### src/core/mqp_pkg.sv
// mqp_pkg: constants and carrier types of the memory operation queue pipe
// assumes one core clock; shared by the design and its bench
package mqp_pkg;

  localparam int          QDEPTH    = 12;
  localparam int          IDXW      = 4;
  localparam int          ADDRW     = 32;
  localparam int          DATAW     = 64;
  localparam int          SCAN_MAX  = 2;
  localparam int          FREE_MIN  = 2;
  localparam logic [3:0]  IDX_ZERO  = 4'h0;
  localparam logic [3:0]  IDX_LAST  = 4'hB;
  localparam logic [3:0]  IDX_ONE   = 4'h1;
  localparam logic [4:0]  CNT_ZERO  = 5'h00;
  localparam logic [4:0]  CNT_SPACE = 5'h0A;

  typedef enum logic {MQP_LOAD, MQP_STORE} mqp_kind_t;
  typedef enum logic {MQP_W32, MQP_W64}    mqp_width_t;

  // macro operation from dispatch, split by the queue pipe into primitive operations
  typedef struct packed {
    logic            has_load;
    logic            has_store;
    mqp_width_t      width;
    logic            load_exec;
    logic            dep_valid;
    logic [IDXW-1:0] dep_idx;
  } mqp_macro_t;

  // address from one address generator
  typedef struct packed {
    logic             valid;
    logic [IDXW-1:0]  idx;
    logic [ADDRW-1:0] addr;
  } mqp_agu_t;

  // one slot of the cache probe pipeline
  typedef struct packed {
    logic             valid;
    mqp_kind_t        kind;
    mqp_width_t       width;
    logic             load_exec;
    logic [IDXW-1:0]  idx;
    logic [ADDRW-1:0] addr;
  } mqp_probe_t;

  // forwarded load data
  typedef struct packed {
    logic             valid;
    logic             load_exec;
    logic [IDXW-1:0]  idx;
    logic [DATAW-1:0] data;
  } mqp_result_t;

endpackage

### src/core/mqp_memop_queue_pipe.sv
// mqp_memop_queue_pipe: memop_reorder_queue and three-stage cache probe
// assumes dispatch, address_generator pair and data cache on mclk
`timescale 1ns/10ps
`default_nettype none

module mqp_memop_queue_pipe (
  // clock and reset
  input  wire logic                              mclk,
  input  wire logic                              reset_n,
  input  wire logic                              clk_en,
  // dispatch
  input  wire logic                              disp_valid,
  input  wire mqp_pkg::mqp_macro_t               disp_op,
  output var  logic                              disp_ready_q,
  output var  logic [mqp_pkg::IDXW-1:0]          disp_idx_q,
  // address generators
  input  wire mqp_pkg::mqp_agu_t [1:0]           agu_in,
  output var  logic [mqp_pkg::QDEPTH-1:0]        agu_ok_q,
  // cache probe stages and data cache
  output var  mqp_pkg::mqp_probe_t [1:0]         probe_a_q,
  output var  mqp_pkg::mqp_probe_t [1:0]         probe_b_q,
  input  wire logic [1:0][mqp_pkg::DATAW-1:0]    dc_rdata,
  // load results and execute start
  output var  mqp_pkg::mqp_result_t [1:0]        result_q,
  output var  logic [1:0]                        ieu_start_q
);

  localparam int N = mqp_pkg::QDEPTH;
  localparam int W = mqp_pkg::IDXW;

  function automatic logic [W-1:0] nxt(input logic [W-1:0] p);
    return (p == mqp_pkg::IDX_LAST) ? mqp_pkg::IDX_ZERO : W'(p + mqp_pkg::IDX_ONE);
  endfunction

  function automatic logic [W-1:0] prv(input logic [W-1:0] p);
    return (p == mqp_pkg::IDX_ZERO) ? mqp_pkg::IDX_LAST : W'(p - mqp_pkg::IDX_ONE);
  endfunction

  // queue entries
  logic                   val_q   [N];
  mqp_pkg::mqp_kind_t     kind_q  [N];
  mqp_pkg::mqp_width_t    width_q [N];
  logic                   lexe_q  [N];
  logic                   twin_q  [N];
  logic                   av_q    [N];
  logic [mqp_pkg::ADDRW-1:0] addr_q [N];
  logic                   blk_q   [N];
  logic [W-1:0]           dep_q   [N];
  logic [W-1:0]           head_q;
  logic [W-1:0]           tail_q;
  logic [4:0]             count_q;

  // address writes with same-cycle bypass
  logic                   wr_hit  [N];
  logic [mqp_pkg::ADDRW-1:0] wr_addr [N];
  logic                   rdy     [N];
  logic [mqp_pkg::ADDRW-1:0] cur_addr [N];
  logic                   done_hit [N];

  for (genvar i = 0; i < N; i++) begin : g_ent
    wire [W-1:0] me   = W'(i);
    wire [W-1:0] src  = twin_q[i] ? prv(me) : me;
    wire         h0   = agu_in[0].valid && agu_in[0].idx == src;
    wire         h1   = agu_in[1].valid && agu_in[1].idx == src;
    assign wr_hit[i]   = val_q[i] && !av_q[i] && !blk_q[i] && (h0 || h1);
    assign wr_addr[i]  = h0 ? agu_in[0].addr : agu_in[1].addr;
    assign rdy[i]      = val_q[i] && (av_q[i] || wr_hit[i]);
    assign cur_addr[i] = av_q[i] ? addr_q[i] : wr_addr[i];
    // a load leaving stage three releases its dependants
    assign done_hit[i] = (probe_b_q[0].valid && probe_b_q[0].kind == mqp_pkg::MQP_LOAD
                          && probe_b_q[0].idx == dep_q[i])
                      || (probe_b_q[1].valid && probe_b_q[1].kind == mqp_pkg::MQP_LOAD
                          && probe_b_q[1].idx == dep_q[i]);
  end

  // in-order scan of head and next entry
  wire [W-1:0] e0      = head_q;
  wire [W-1:0] e1      = nxt(head_q);
  wire         st_pair = kind_q[e0] == mqp_pkg::MQP_STORE
                      && kind_q[e1] == mqp_pkg::MQP_STORE;
  wire         wide    = width_q[e0] == mqp_pkg::MQP_W64
                      || width_q[e1] == mqp_pkg::MQP_W64;
  wire         pair_ok = !(st_pair && wide);
  wire         go0     = rdy[e0];
  wire         go1     = go0 && rdy[e1] && pair_ok;
  wire [1:0]   n_scan  = {1'b0, go0} + {1'b0, go1};

  // dispatch split into primitive entries
  wire         take    = disp_valid && disp_ready_q;
  wire         both    = disp_op.has_load && disp_op.has_store;
  wire [1:0]   n_alloc = take ? ({1'b0, disp_op.has_load} + {1'b0, disp_op.has_store})
                              : 2'b00;
  wire [W-1:0] t1      = nxt(tail_q);
  wire         dep_now = disp_op.dep_valid
                      && !((probe_b_q[0].valid && probe_b_q[0].kind == mqp_pkg::MQP_LOAD
                            && probe_b_q[0].idx == disp_op.dep_idx)
                        || (probe_b_q[1].valid && probe_b_q[1].kind == mqp_pkg::MQP_LOAD
                            && probe_b_q[1].idx == disp_op.dep_idx));
  wire [4:0]   count_d = 5'(count_q + {3'b000, n_alloc} - {3'b000, n_scan});
  wire [W-1:0] head_d  = go1 ? nxt(e1) : (go0 ? e1 : e0);
  wire [W-1:0] tail_d  = (n_alloc == 2'b10) ? nxt(t1) : ((n_alloc == 2'b01) ? t1 : tail_q);

  // stage-one probe slots
  mqp_pkg::mqp_probe_t [1:0] scan_s;
  assign scan_s[0] = '{valid: go0, kind: kind_q[e0], width: width_q[e0],
                       load_exec: lexe_q[e0], idx: e0, addr: cur_addr[e0]};
  assign scan_s[1] = '{valid: go1, kind: kind_q[e1], width: width_q[e1],
                       load_exec: lexe_q[e1], idx: e1, addr: cur_addr[e1]};

  // forwarded load data from the second half of the access
  mqp_pkg::mqp_result_t [1:0] res_d;
  for (genvar s = 0; s < mqp_pkg::SCAN_MAX; s++) begin : g_res
    assign res_d[s] = '{valid: probe_b_q[s].valid && probe_b_q[s].kind == mqp_pkg::MQP_LOAD,
                        load_exec: probe_b_q[s].load_exec,
                        idx: probe_b_q[s].idx, data: dc_rdata[s]};
  end

  // queue pointers and flow control
  always_ff @(posedge mclk or negedge reset_n) begin
    if (!reset_n) begin
      head_q       <= mqp_pkg::IDX_ZERO;
      tail_q       <= mqp_pkg::IDX_ZERO;
      count_q      <= mqp_pkg::CNT_ZERO;
      disp_ready_q <= 1'b0;
    end else if (clk_en) begin
      head_q       <= head_d;
      tail_q       <= tail_d;
      count_q      <= count_d;
      disp_ready_q <= count_d <= mqp_pkg::CNT_SPACE;
    end
  end

  assign disp_idx_q = tail_q;

  // entry state
  always_ff @(posedge mclk or negedge reset_n) begin
    if (!reset_n) begin
      for (int i = 0; i < N; i++) begin
        val_q[i]   <= 1'b0;
        kind_q[i]  <= mqp_pkg::MQP_LOAD;
        width_q[i] <= mqp_pkg::MQP_W32;
        lexe_q[i]  <= 1'b0;
        twin_q[i]  <= 1'b0;
        av_q[i]    <= 1'b0;
        addr_q[i]  <= '0;
        blk_q[i]   <= 1'b0;
        dep_q[i]   <= mqp_pkg::IDX_ZERO;
      end
    end else if (clk_en) begin
      for (int i = 0; i < N; i++) begin
        if (wr_hit[i]) begin
          av_q[i]   <= 1'b1;
          addr_q[i] <= wr_addr[i];
        end
        if (blk_q[i] && done_hit[i])
          blk_q[i] <= 1'b0;
        if ((go0 && W'(i) == e0) || (go1 && W'(i) == e1))
          val_q[i] <= 1'b0;
        if (take && (W'(i) == tail_q || (both && W'(i) == t1))) begin
          val_q[i]   <= 1'b1;
          kind_q[i]  <= (disp_op.has_load && W'(i) == tail_q)
                        ? mqp_pkg::MQP_LOAD : mqp_pkg::MQP_STORE;
          width_q[i] <= disp_op.width;
          lexe_q[i]  <= disp_op.load_exec && W'(i) == tail_q;
          twin_q[i]  <= both && W'(i) == t1;
          av_q[i]    <= 1'b0;
          blk_q[i]   <= dep_now;
          dep_q[i]   <= disp_op.dep_idx;
        end
      end
    end
  end

  // probe pipeline, results and address-generator permission
  always_ff @(posedge mclk or negedge reset_n) begin
    if (!reset_n) begin
      probe_a_q   <= '0;
      probe_b_q   <= '0;
      result_q    <= '0;
      ieu_start_q <= 2'b00;
      agu_ok_q    <= '0;
    end else if (clk_en) begin
      probe_a_q   <= scan_s;
      probe_b_q   <= probe_a_q;
      result_q    <= res_d;
      ieu_start_q <= {res_d[1].valid && res_d[1].load_exec,
                      res_d[0].valid && res_d[0].load_exec};
      for (int i = 0; i < N; i++)
        agu_ok_q[i] <= val_q[i] && !av_q[i] && !twin_q[i] && !wr_hit[i]
                       && !(blk_q[i] && !done_hit[i]);
    end
  end

endmodule

`default_nettype wire

### config.mk
export PLATFORM = sky130hd
export DESIGN_NAME = mqp_memop_queue_pipe
export DESIGN_NICKNAME = d
export VERILOG_FILES = /design/src/core/mqp_pkg.sv /design/src/core/mqp_memop_queue_pipe.sv
export SDC_FILE = /design/constraint.sdc
export NUM_CORES = 2
export LEC_CHECK = 0
export BUFFER_PORTS_ARGS = -buffer_cell sky130_fd_sc_hd__buf_4
export CAP_MARGIN = 10
export CORE_MARGIN = 1
export CORE_UTILIZATION = 50
export DETAILED_ROUTE_END_ITERATION = 10
export HOLD_SLACK_MARGIN = 0.15
export PLACE_DENSITY = 0.7
export SLEW_MARGIN = 25
export SYNTH_ARGS = -nofsm -noshare
export SYNTH_HDL_FRONTEND = slang
export SYNTH_SLANG_ARGS = --single-unit
### constraint.sdc
create_clock -name mclk -period 7.1 [get_ports mclk]
set_input_delay 1.42 -clock mclk [delete_from_list [all_inputs] [get_ports mclk]]
set_output_delay 1.42 -clock mclk [all_outputs]
set_load 0.005 [all_outputs]
# After elaboration in Yosys (flattened, before gate mapping)
# Cells that the tools add are included.
[word_totals]
register_bits = 844
in_bits = 215
out_inout_bits = 319
elab_cells = 901
[classes]
add_sub_neg = 8
magnitude_cmp = 3
n_eq_ne = 100
muxes = 159
bitwise_logic = 4
reduce_logical = 481
[op_table]
columns = ["operator", "count"]
rows = [
  ["$mux W32", 28],
  ["$bmux W32 S4", 2],
  ["$logic_and A1 B1 Y1", 241],
  ["$eq A4 B4 Y1", 36],
  ["$reduce_and A2 Y1", 62],
  ["$mux W1", 106],
  ["$reduce_bool A2 Y1", 38],
  ["$logic_not A1 Y1", 74],
  ["$eq A3 B4 Y1 const A", 16],
  ["$eq A4 B4 Y1 const A", 16],
  ["$logic_or A1 B1 Y1", 62],
  ["$mux W4", 10],
  ["$bmux W1 S4", 8],
  ["$eq A2 B4 Y1 const A", 8],
  ["$eq A4 B3 Y1", 8],
  ["$add A4 B1 Y4 const B", 4],
  ["$eq A1 B4 Y1 const A", 4],
  ["$eq A4 B2 Y1", 4],
  ["$eq A4 B4 Y1 const B", 4],
  ["$logic_not A4 Y1", 4],
  ["$ge A5 B5 Y1 const B", 2],
  ["$not A4 Y5", 2],
  ["$eq A4 B1 Y1", 2],
  ["$mux W2", 4],
  ["other kinds (8)", 10],
]

# Depth between registers and ports, before layout
[logic_depth]
ltp_word = 16
depth_mapped = 29

# Worst setup path after synthesis
# OpenSTA, ideal clock, no wires.
[synth_timing]
path_type = "register to register"
startpoint = "register head_q[0] (netlist: e0[0])"
endpoint = "register disp_ready_q"
arrival_time_ns = 6.195
required_time_ns = 7.017
setup_slack_ns = 0.823
path_stages_with_launch = 29
path_buffers = 7
path_cell_list = "dfrtp_1 > buf_2 > clkinv_1 > clkbuf_1 > clkbuf_1 > buf_1 > ha_1 > clkbuf_1 > clkbuf_1 > clkbuf_1 > and2_1 > a221oi_1 > a221o_1 > a211oi_4 > nand2_1 > fa_1 > inv_1 > fa_1 > inv_1 > ha_1 > inv_1 > fa_1 > inv_1 > a21o_1 > a21oi_1 > xnor2_1 > xnor2_1 > nand3_1 > o21ai_0"
[synth_via]
elab_chain_len = 13
[synth_rtl]
columns = ["element", "line", "rtl"]
rows = [
  ["from (decl)", "mqp_memop_queue_pipe.sv:49", "logic [W-1:0] head_q;"],
  ["from (signal assigned)", "mqp_memop_queue_pipe.sv:121", "head_q <= mqp_pkg::IDX_ZERO;"],
  ["$add A4 B1 Y4 or $eq A4 B4 Y1 (tied branches)", "mqp_memop_queue_pipe.sv:32", "return (p == mqp_pkg::IDX_LAST) ? mqp_pkg::IDX_ZERO : W'(p + mqp_pkg::IDX_ONE);"],
  ["$mux W4 *", "mqp_memop_queue_pipe.sv:32", ""],
  ["net e1[1]", "mqp_memop_queue_pipe.sv:78", "wire [W-1:0] e1 = nxt(head_q);"],
  ["$not A4 Y5 (not written as such) *", "mqp_memop_queue_pipe.sv:80, mqp_memop_queue_pipe.sv:82, mqp_memop_queue_pipe.sv:85", ""],
  ["$bmux W1 S4, on equally long branches", "mqp_memop_queue_pipe.sv:80, mqp_memop_queue_pipe.sv:82", ""],
  ["$mux W1, on equally long branches (2 in a row)", "mqp_memop_queue_pipe.sv:80, mqp_memop_queue_pipe.sv:82", ""],
  ["$logic_and A1 B1 Y1 or $logic_or A1 B1 Y1 (tied branches)", "mqp_memop_queue_pipe.sv:80, mqp_memop_queue_pipe.sv:82", ""],
  ["$logic_and A1 B1 Y1", "mqp_memop_queue_pipe.sv:83", "wire pair_ok = !(st_pair && wide);"],
  ["$logic_not A1 Y1", "mqp_memop_queue_pipe.sv:83", ""],
  ["$logic_and A1 B1 Y1 *", "mqp_memop_queue_pipe.sv:85", "wire go1 = go0 && rdy[e1] && pair_ok;"],
  ["$add A1 B1 Y2 *", "mqp_memop_queue_pipe.sv:86", "wire [1:0] n_scan = {1'b0, go0} + {1'b0, go1};"],
  ["$sub A5 B2 Y5 *", "mqp_memop_queue_pipe.sv:99", "wire [4:0] count_d = 5'(count_q + {3'b000, n_alloc} - {3'b000, n_scan});"],
  ["$le A5 B4 Y1 *", "mqp_memop_queue_pipe.sv:129", "disp_ready_q <= count_d <= mqp_pkg::CNT_SPACE;"],
  ["to (signal assigned)", "mqp_memop_queue_pipe.sv:129", ""],
  ["to (decl)", "mqp_memop_queue_pipe.sv:14", "output var logic disp_ready_q,"],
]
# The timed path passes the listed nets; every way through them passes the cells marked *. The select of a mux whose other input is x is not followed.
# A chain may end at the register's enable or synchronous reset.

# Worst setup path in the final report
[layout_timing]
startpoint = "register head_q[1] (netlist: e0[1])"
endpoint = "register disp_ready_q"
[layout_via]
elab_chain_len = 13
[layout_rtl]
columns = ["element", "line"]
rows = [
  ["$add A4 B1 Y4 or $eq A4 B4 Y1 (tied branches)", "mqp_memop_queue_pipe.sv:32"],
  ["$mux W4", "mqp_memop_queue_pipe.sv:32"],
  ["$not A4 Y5 (not written as such)", "mqp_memop_queue_pipe.sv:80, mqp_memop_queue_pipe.sv:82, mqp_memop_queue_pipe.sv:85"],
  ["$bmux W1 S4, on equally long branches", "mqp_memop_queue_pipe.sv:80, mqp_memop_queue_pipe.sv:82"],
  ["$mux W1, on equally long branches (2 in a row)", "mqp_memop_queue_pipe.sv:80, mqp_memop_queue_pipe.sv:82"],
  ["$logic_and A1 B1 Y1 or $logic_or A1 B1 Y1 (tied branches)", "mqp_memop_queue_pipe.sv:80, mqp_memop_queue_pipe.sv:82"],
  ["$logic_and A1 B1 Y1", "mqp_memop_queue_pipe.sv:83"],
  ["$logic_not A1 Y1", "mqp_memop_queue_pipe.sv:83"],
  ["$logic_and A1 B1 Y1", "mqp_memop_queue_pipe.sv:85"],
  ["$add A1 B1 Y2 *", "mqp_memop_queue_pipe.sv:86"],
  ["$sub A5 B2 Y5 *", "mqp_memop_queue_pipe.sv:99"],
  ["$le A5 B4 Y1 *", "mqp_memop_queue_pipe.sv:129"],
]
# Every way passes the cells marked *; elsewhere a longest branch is shown, timed or not. The select of a mux whose other input is x is not followed.

==> run summary <==
RePlAce Congestion -> 0.957
GRT Util Overall -> 34.0%
Die area -> 102000 um^2
Dominant cell type by area after synthesis -> dfrtp_1
Initial antenna violation count -> 19
Post-CTS sizing -> 0
Fin. Hold Viols -> 0
CTS Buf Count -> 99
Remaining antenna violation count -> 0
Synth cell types -> 89
Non-Filler Cell Area, Final -> 59100 um^2
Least-Margin Pin Slew -> 1.16 ns
Worst Skew -> 0.0260 ns
Fin crit period -> 6.08 ns
Mean Syn Cell Area -> 11.4 um^2
Fill cells -> 8248
CP top delay family -> compound AO/OA/AOI/OAI gates
First-pass GRT wire length -> 259000 um
Number of remaining DRC errors -> 0
Mapped Area -> 50500 um^2
Post-synth EDFFs -> 0
Clock Latency Late Sink -> 0.70 ns
Critical Path Fanout Max -> 33
GRT overflow -> 0
Worst path most repeated cell -> inv_1
Io pins -> 534
Starting DRT DRC Count -> 4240
Power Density -> 425 nW/um^2
Final wirelength -> 176000 um
Crit Reg-Reg Endpoint -> disp_ready_q$_DFFE_PN0P_
Yosys top cell area share -> 41.8%
CTS H-tree depth -> 3
Worst-path cell chain -> buf_4 > nand2_1 > mux2_2 > a21oi_2 > o32ai_1 > a2111oi_4 > a211oi_4 > nand2_1 > fa_1 > inv_1 > fa_1 > inv_1 > ha_1 > inv_1 > fa_1 > inv_1 > a21o_1 > a21oi_1 > xnor2_1 > xnor2_1 > nand3_1 > o21ai_0
Drt first pass iters -> 7
FMAX -> 0.164 GHz
Reg2reg start -> e0[1]$_DFFE_PN0P_
# rows -> 116
Starting density of the core -> 50.4%
Post-DP HPWL -> 112000 um
CP Class -> flip-flop to flip-flop
CP Capture Type -> flip-flop
Postcts setup bufs -> 0
Register area share after synthesis -> 41.8%
Worst-path clk slew -> 0.06 ns
Final Cycle Share -> 85.6%
Vias per cell -> 6.44
Wirelength per Cell -> 28.7 um
Setup crit end -> disp_ready_q$_DFFE_PN0P_
Post-synth ARST share -> 100%
Critical Path Start Type -> flip-flop
Leakage -> 26.2 nW
Clock sink count -> 844
CP Data Required Time -> 7.69 ns
Peak supply drop -> 0.000555 V
Die Y -> 320 um
Syn nets -> 4654
Slew Limit Fails -> 0
Critical-path top delay cell -> dfrtp_2
NumNets Final -> 4968
Synthesis-to-layout area growth -> 17.0%
Largest net degree at the start of global routing -> 160
Core region area -> 100000 um^2
Number of global-route vias before repair -> 38.8k
WP buf/inv -> 5
CP Launch Point -> e0[1]$_DFFE_PN0P_
Via count -> 39.4k
Status -> finished clean
Worst r2r path cells -> 22
Seq cells post-synth -> 844
Synth Instances -> 4419
RSZ-0062 raised after global routing -> no
TNS Setup -> 0 ns
Layout cells sized above 1 -> 41.6%
CP max stage delay -> 0.62 ns
Top cells by area, synth -> dfrtp_1 (42%), mux2_2 (23%), mux2i_1 (8.9%)
Die width -> 320 um
Final Setup Violations -> 0
Crit path arrival time -> 6.67 ns
IO buf count -> 533
Slew margin rel. -> 22.1%
Flop2flop setup slack -> 1.02 ns
Hold_buf cts -> 0
Clock buffer depth -> 3
Synth Flop Type -> dfrtp_1
Syn. warnings -> 0
Critical Path Stages -> 22
Max-Cap Viols -> 0
Clock root cell -> clkbuf_16
DP Area -> 55500 um^2
TritonCTS clock tree -> yes
Min-Delay Path Class -> flip-flop to flip-flop
worst register-to-register path, stage by stage (launching register included):
cell and delay, ns:
dfrtp_2 0.62, buf_4 0.59, nand2_1 0.29, mux2_2 0.35, a21oi_2 0.53, o32ai_1 0.28, a2111oi_4 0.57, a211oi_4 0.08
nand2_1 0.18, fa_1 0.44, inv_1 0.08, fa_1 0.40, inv_1 0.07, ha_1 0.15, inv_1 0.06, fa_1 0.45
inv_1 0.07, a21o_1 0.10, a21oi_1 0.08, xnor2_1 0.23, xnor2_1 0.15, nand3_1 0.09, o21ai_0 0.12
synthesized netlist by cell type, types with 17 or more instances:
master,number
a21o_1,30
a21oi_1,114
a22oi_1,26
a31oi_1,19
buf_1,66
buf_2,21
clkbuf_1,310
dfrtp_1,844
ha_1,17
inv_1,114
mux2_2,1051
mux2i_1,451
mux4_2,81
nand2_1,148
nand2b_1,48
nand3_1,43
nand4_1,20
nor2_1,264
nor3_1,45
nor3b_1,25
o211ai_1,108
o21ai_0,92
o221ai_1,21
o22ai_1,40
o2bb2ai_1,19
o32a_1,19
xnor2_1,63
xor2_1,62
power breakdown:
part	internal (mW)	total [mW]	leakage (nW)	switching [mW]
clock network	3.33	5.51	1.72	2.19
registers	6.41	7.98	10.7	1.57
logic	5.39	11.6	13.8	6.21
cells in the final DEF, fill, tap and decap left out, types with 20 or more instances in the layout:
master        n
a21o_1       28
a21oi_1     111
a22oi_1      26
buf_4       612
clkbuf_1     21
clkbuf_16   102
clkinv_2     20
dfrtp_1     832
inv_1       114
mux2_2     1051
mux2i_1     451
mux4_2       81
nand2_1     141
nand2b_1     48
nand3_1      43
nand4_1      20
nor2_1      256
nor3_1       39
nor3b_1      23
o211ai_1    108
o21ai_0      90
o221ai_1     21
o22ai_1      40
xnor2_1      63
xor2_1       62
flip-flops by register name (all words and copies together) (netlist names):
register / cells
addr_q: 384
result_q: 140
probe_a_q: 80
probe_b_q: 80
dep_q: 48
agu_ok_q: 12
av_q: 12
blk_q: 12
kind_q: 12
lexe_q: 12
twin_q: 12
val_q: 12
width_q: 12
count_q: 5
disp_idx_q: 4
e0: 4
ieu_start_q: 2
disp_ready_q: 1
cell type report:
cell class / instances / area [um^2] / share of cell area, %
clock inverter: 45 / 644 / 1.09
antenna: 6 / 15.0 / 0.0254
timing repair buffer: 623 / 4800 / 8.13
inverter: 120 / 455 / 0.771
sequential: 844 / 21100 / 35.8
clock buffer: 140 / 2870 / 4.85
multi-input combinational: 3045 / 27500 / 46.6
tap: 1298 / 1620 / 2.75
metrics by stage:
stage	power (mW)	setup slack, ns	std cells	hold slack [ns]	util (%)
6_report	25.1	1.02	6121	0.481	59.0
5_1_grt	26.2	0.736	6118	0.493	59.0
4_1_cts	24.9	1.12	6115	0.484	59.0
3_5_place_dp	19.3	0.654	5930	0.471	55.4
3_3_place_gp	19.1	0.701	5929	0.465	55.4
2_1_floorplan	15.0	0.823	4419	0.452	-
layer usage:
metal  wire length (um)  vias to the layer above  global-route usage (%)
met3              18900                      519                    9.65
met4               8340                       30                    15.5
met1              70800                    20007                    44.9
met5                195                        -                       0
li1                   -                    16786                       -
met2              77500                     2105                    51.7
cell families (layout without fill, tap and decap cells):
| group | after synthesis | count (layout) | synth area share, % |
|---|---|---|---|
| multiplexers | 1583 | 1583 | 36.0 |
| buffers and inverters | 530 | 928 | 4.10 |
| XOR/XNOR | 125 | 125 | 2.17 |
| flip-flops | 844 | 844 | 41.8 |
| AO/OA/AOI/OAI | 622 | 622 | 8.67 |
| other | 0 | 6 | 0 |
| AND/OR/NAND/NOR | 694 | 694 | 6.68 |
| adder cells (fa/ha/maj) | 21 | 21 | 0.560 |
worst min path at each step:
stage,from,to,slack [ns],cells after the start
2_1_floorplan,lexe_q[11]$_DFFE_PN0P_,lexe_q[11]$_DFFE_PN0P_,0.45,2
3_3_place_gp,agu_ok_q[0]$_DFFE_PN0P_,agu_ok_q[0]$_DFFE_PN0P_,0.46,1
3_5_place_dp,agu_ok_q[0]$_DFFE_PN0P_,agu_ok_q[0]$_DFFE_PN0P_,0.47,1
4_1_cts,agu_ok_q[0]$_DFFE_PN0P_,agu_ok_q[0]$_DFFE_PN0P_,0.48,1
5_1_grt,agu_ok_q[11]$_DFFE_PN0P_,agu_ok_q[11]$_DFFE_PN0P_,0.49,1
6_report,agu_ok_q[0]$_DFFE_PN0P_,agu_ok_q[0]$_DFFE_PN0P_,0.48,1
(Power assumes the default switching activity.)
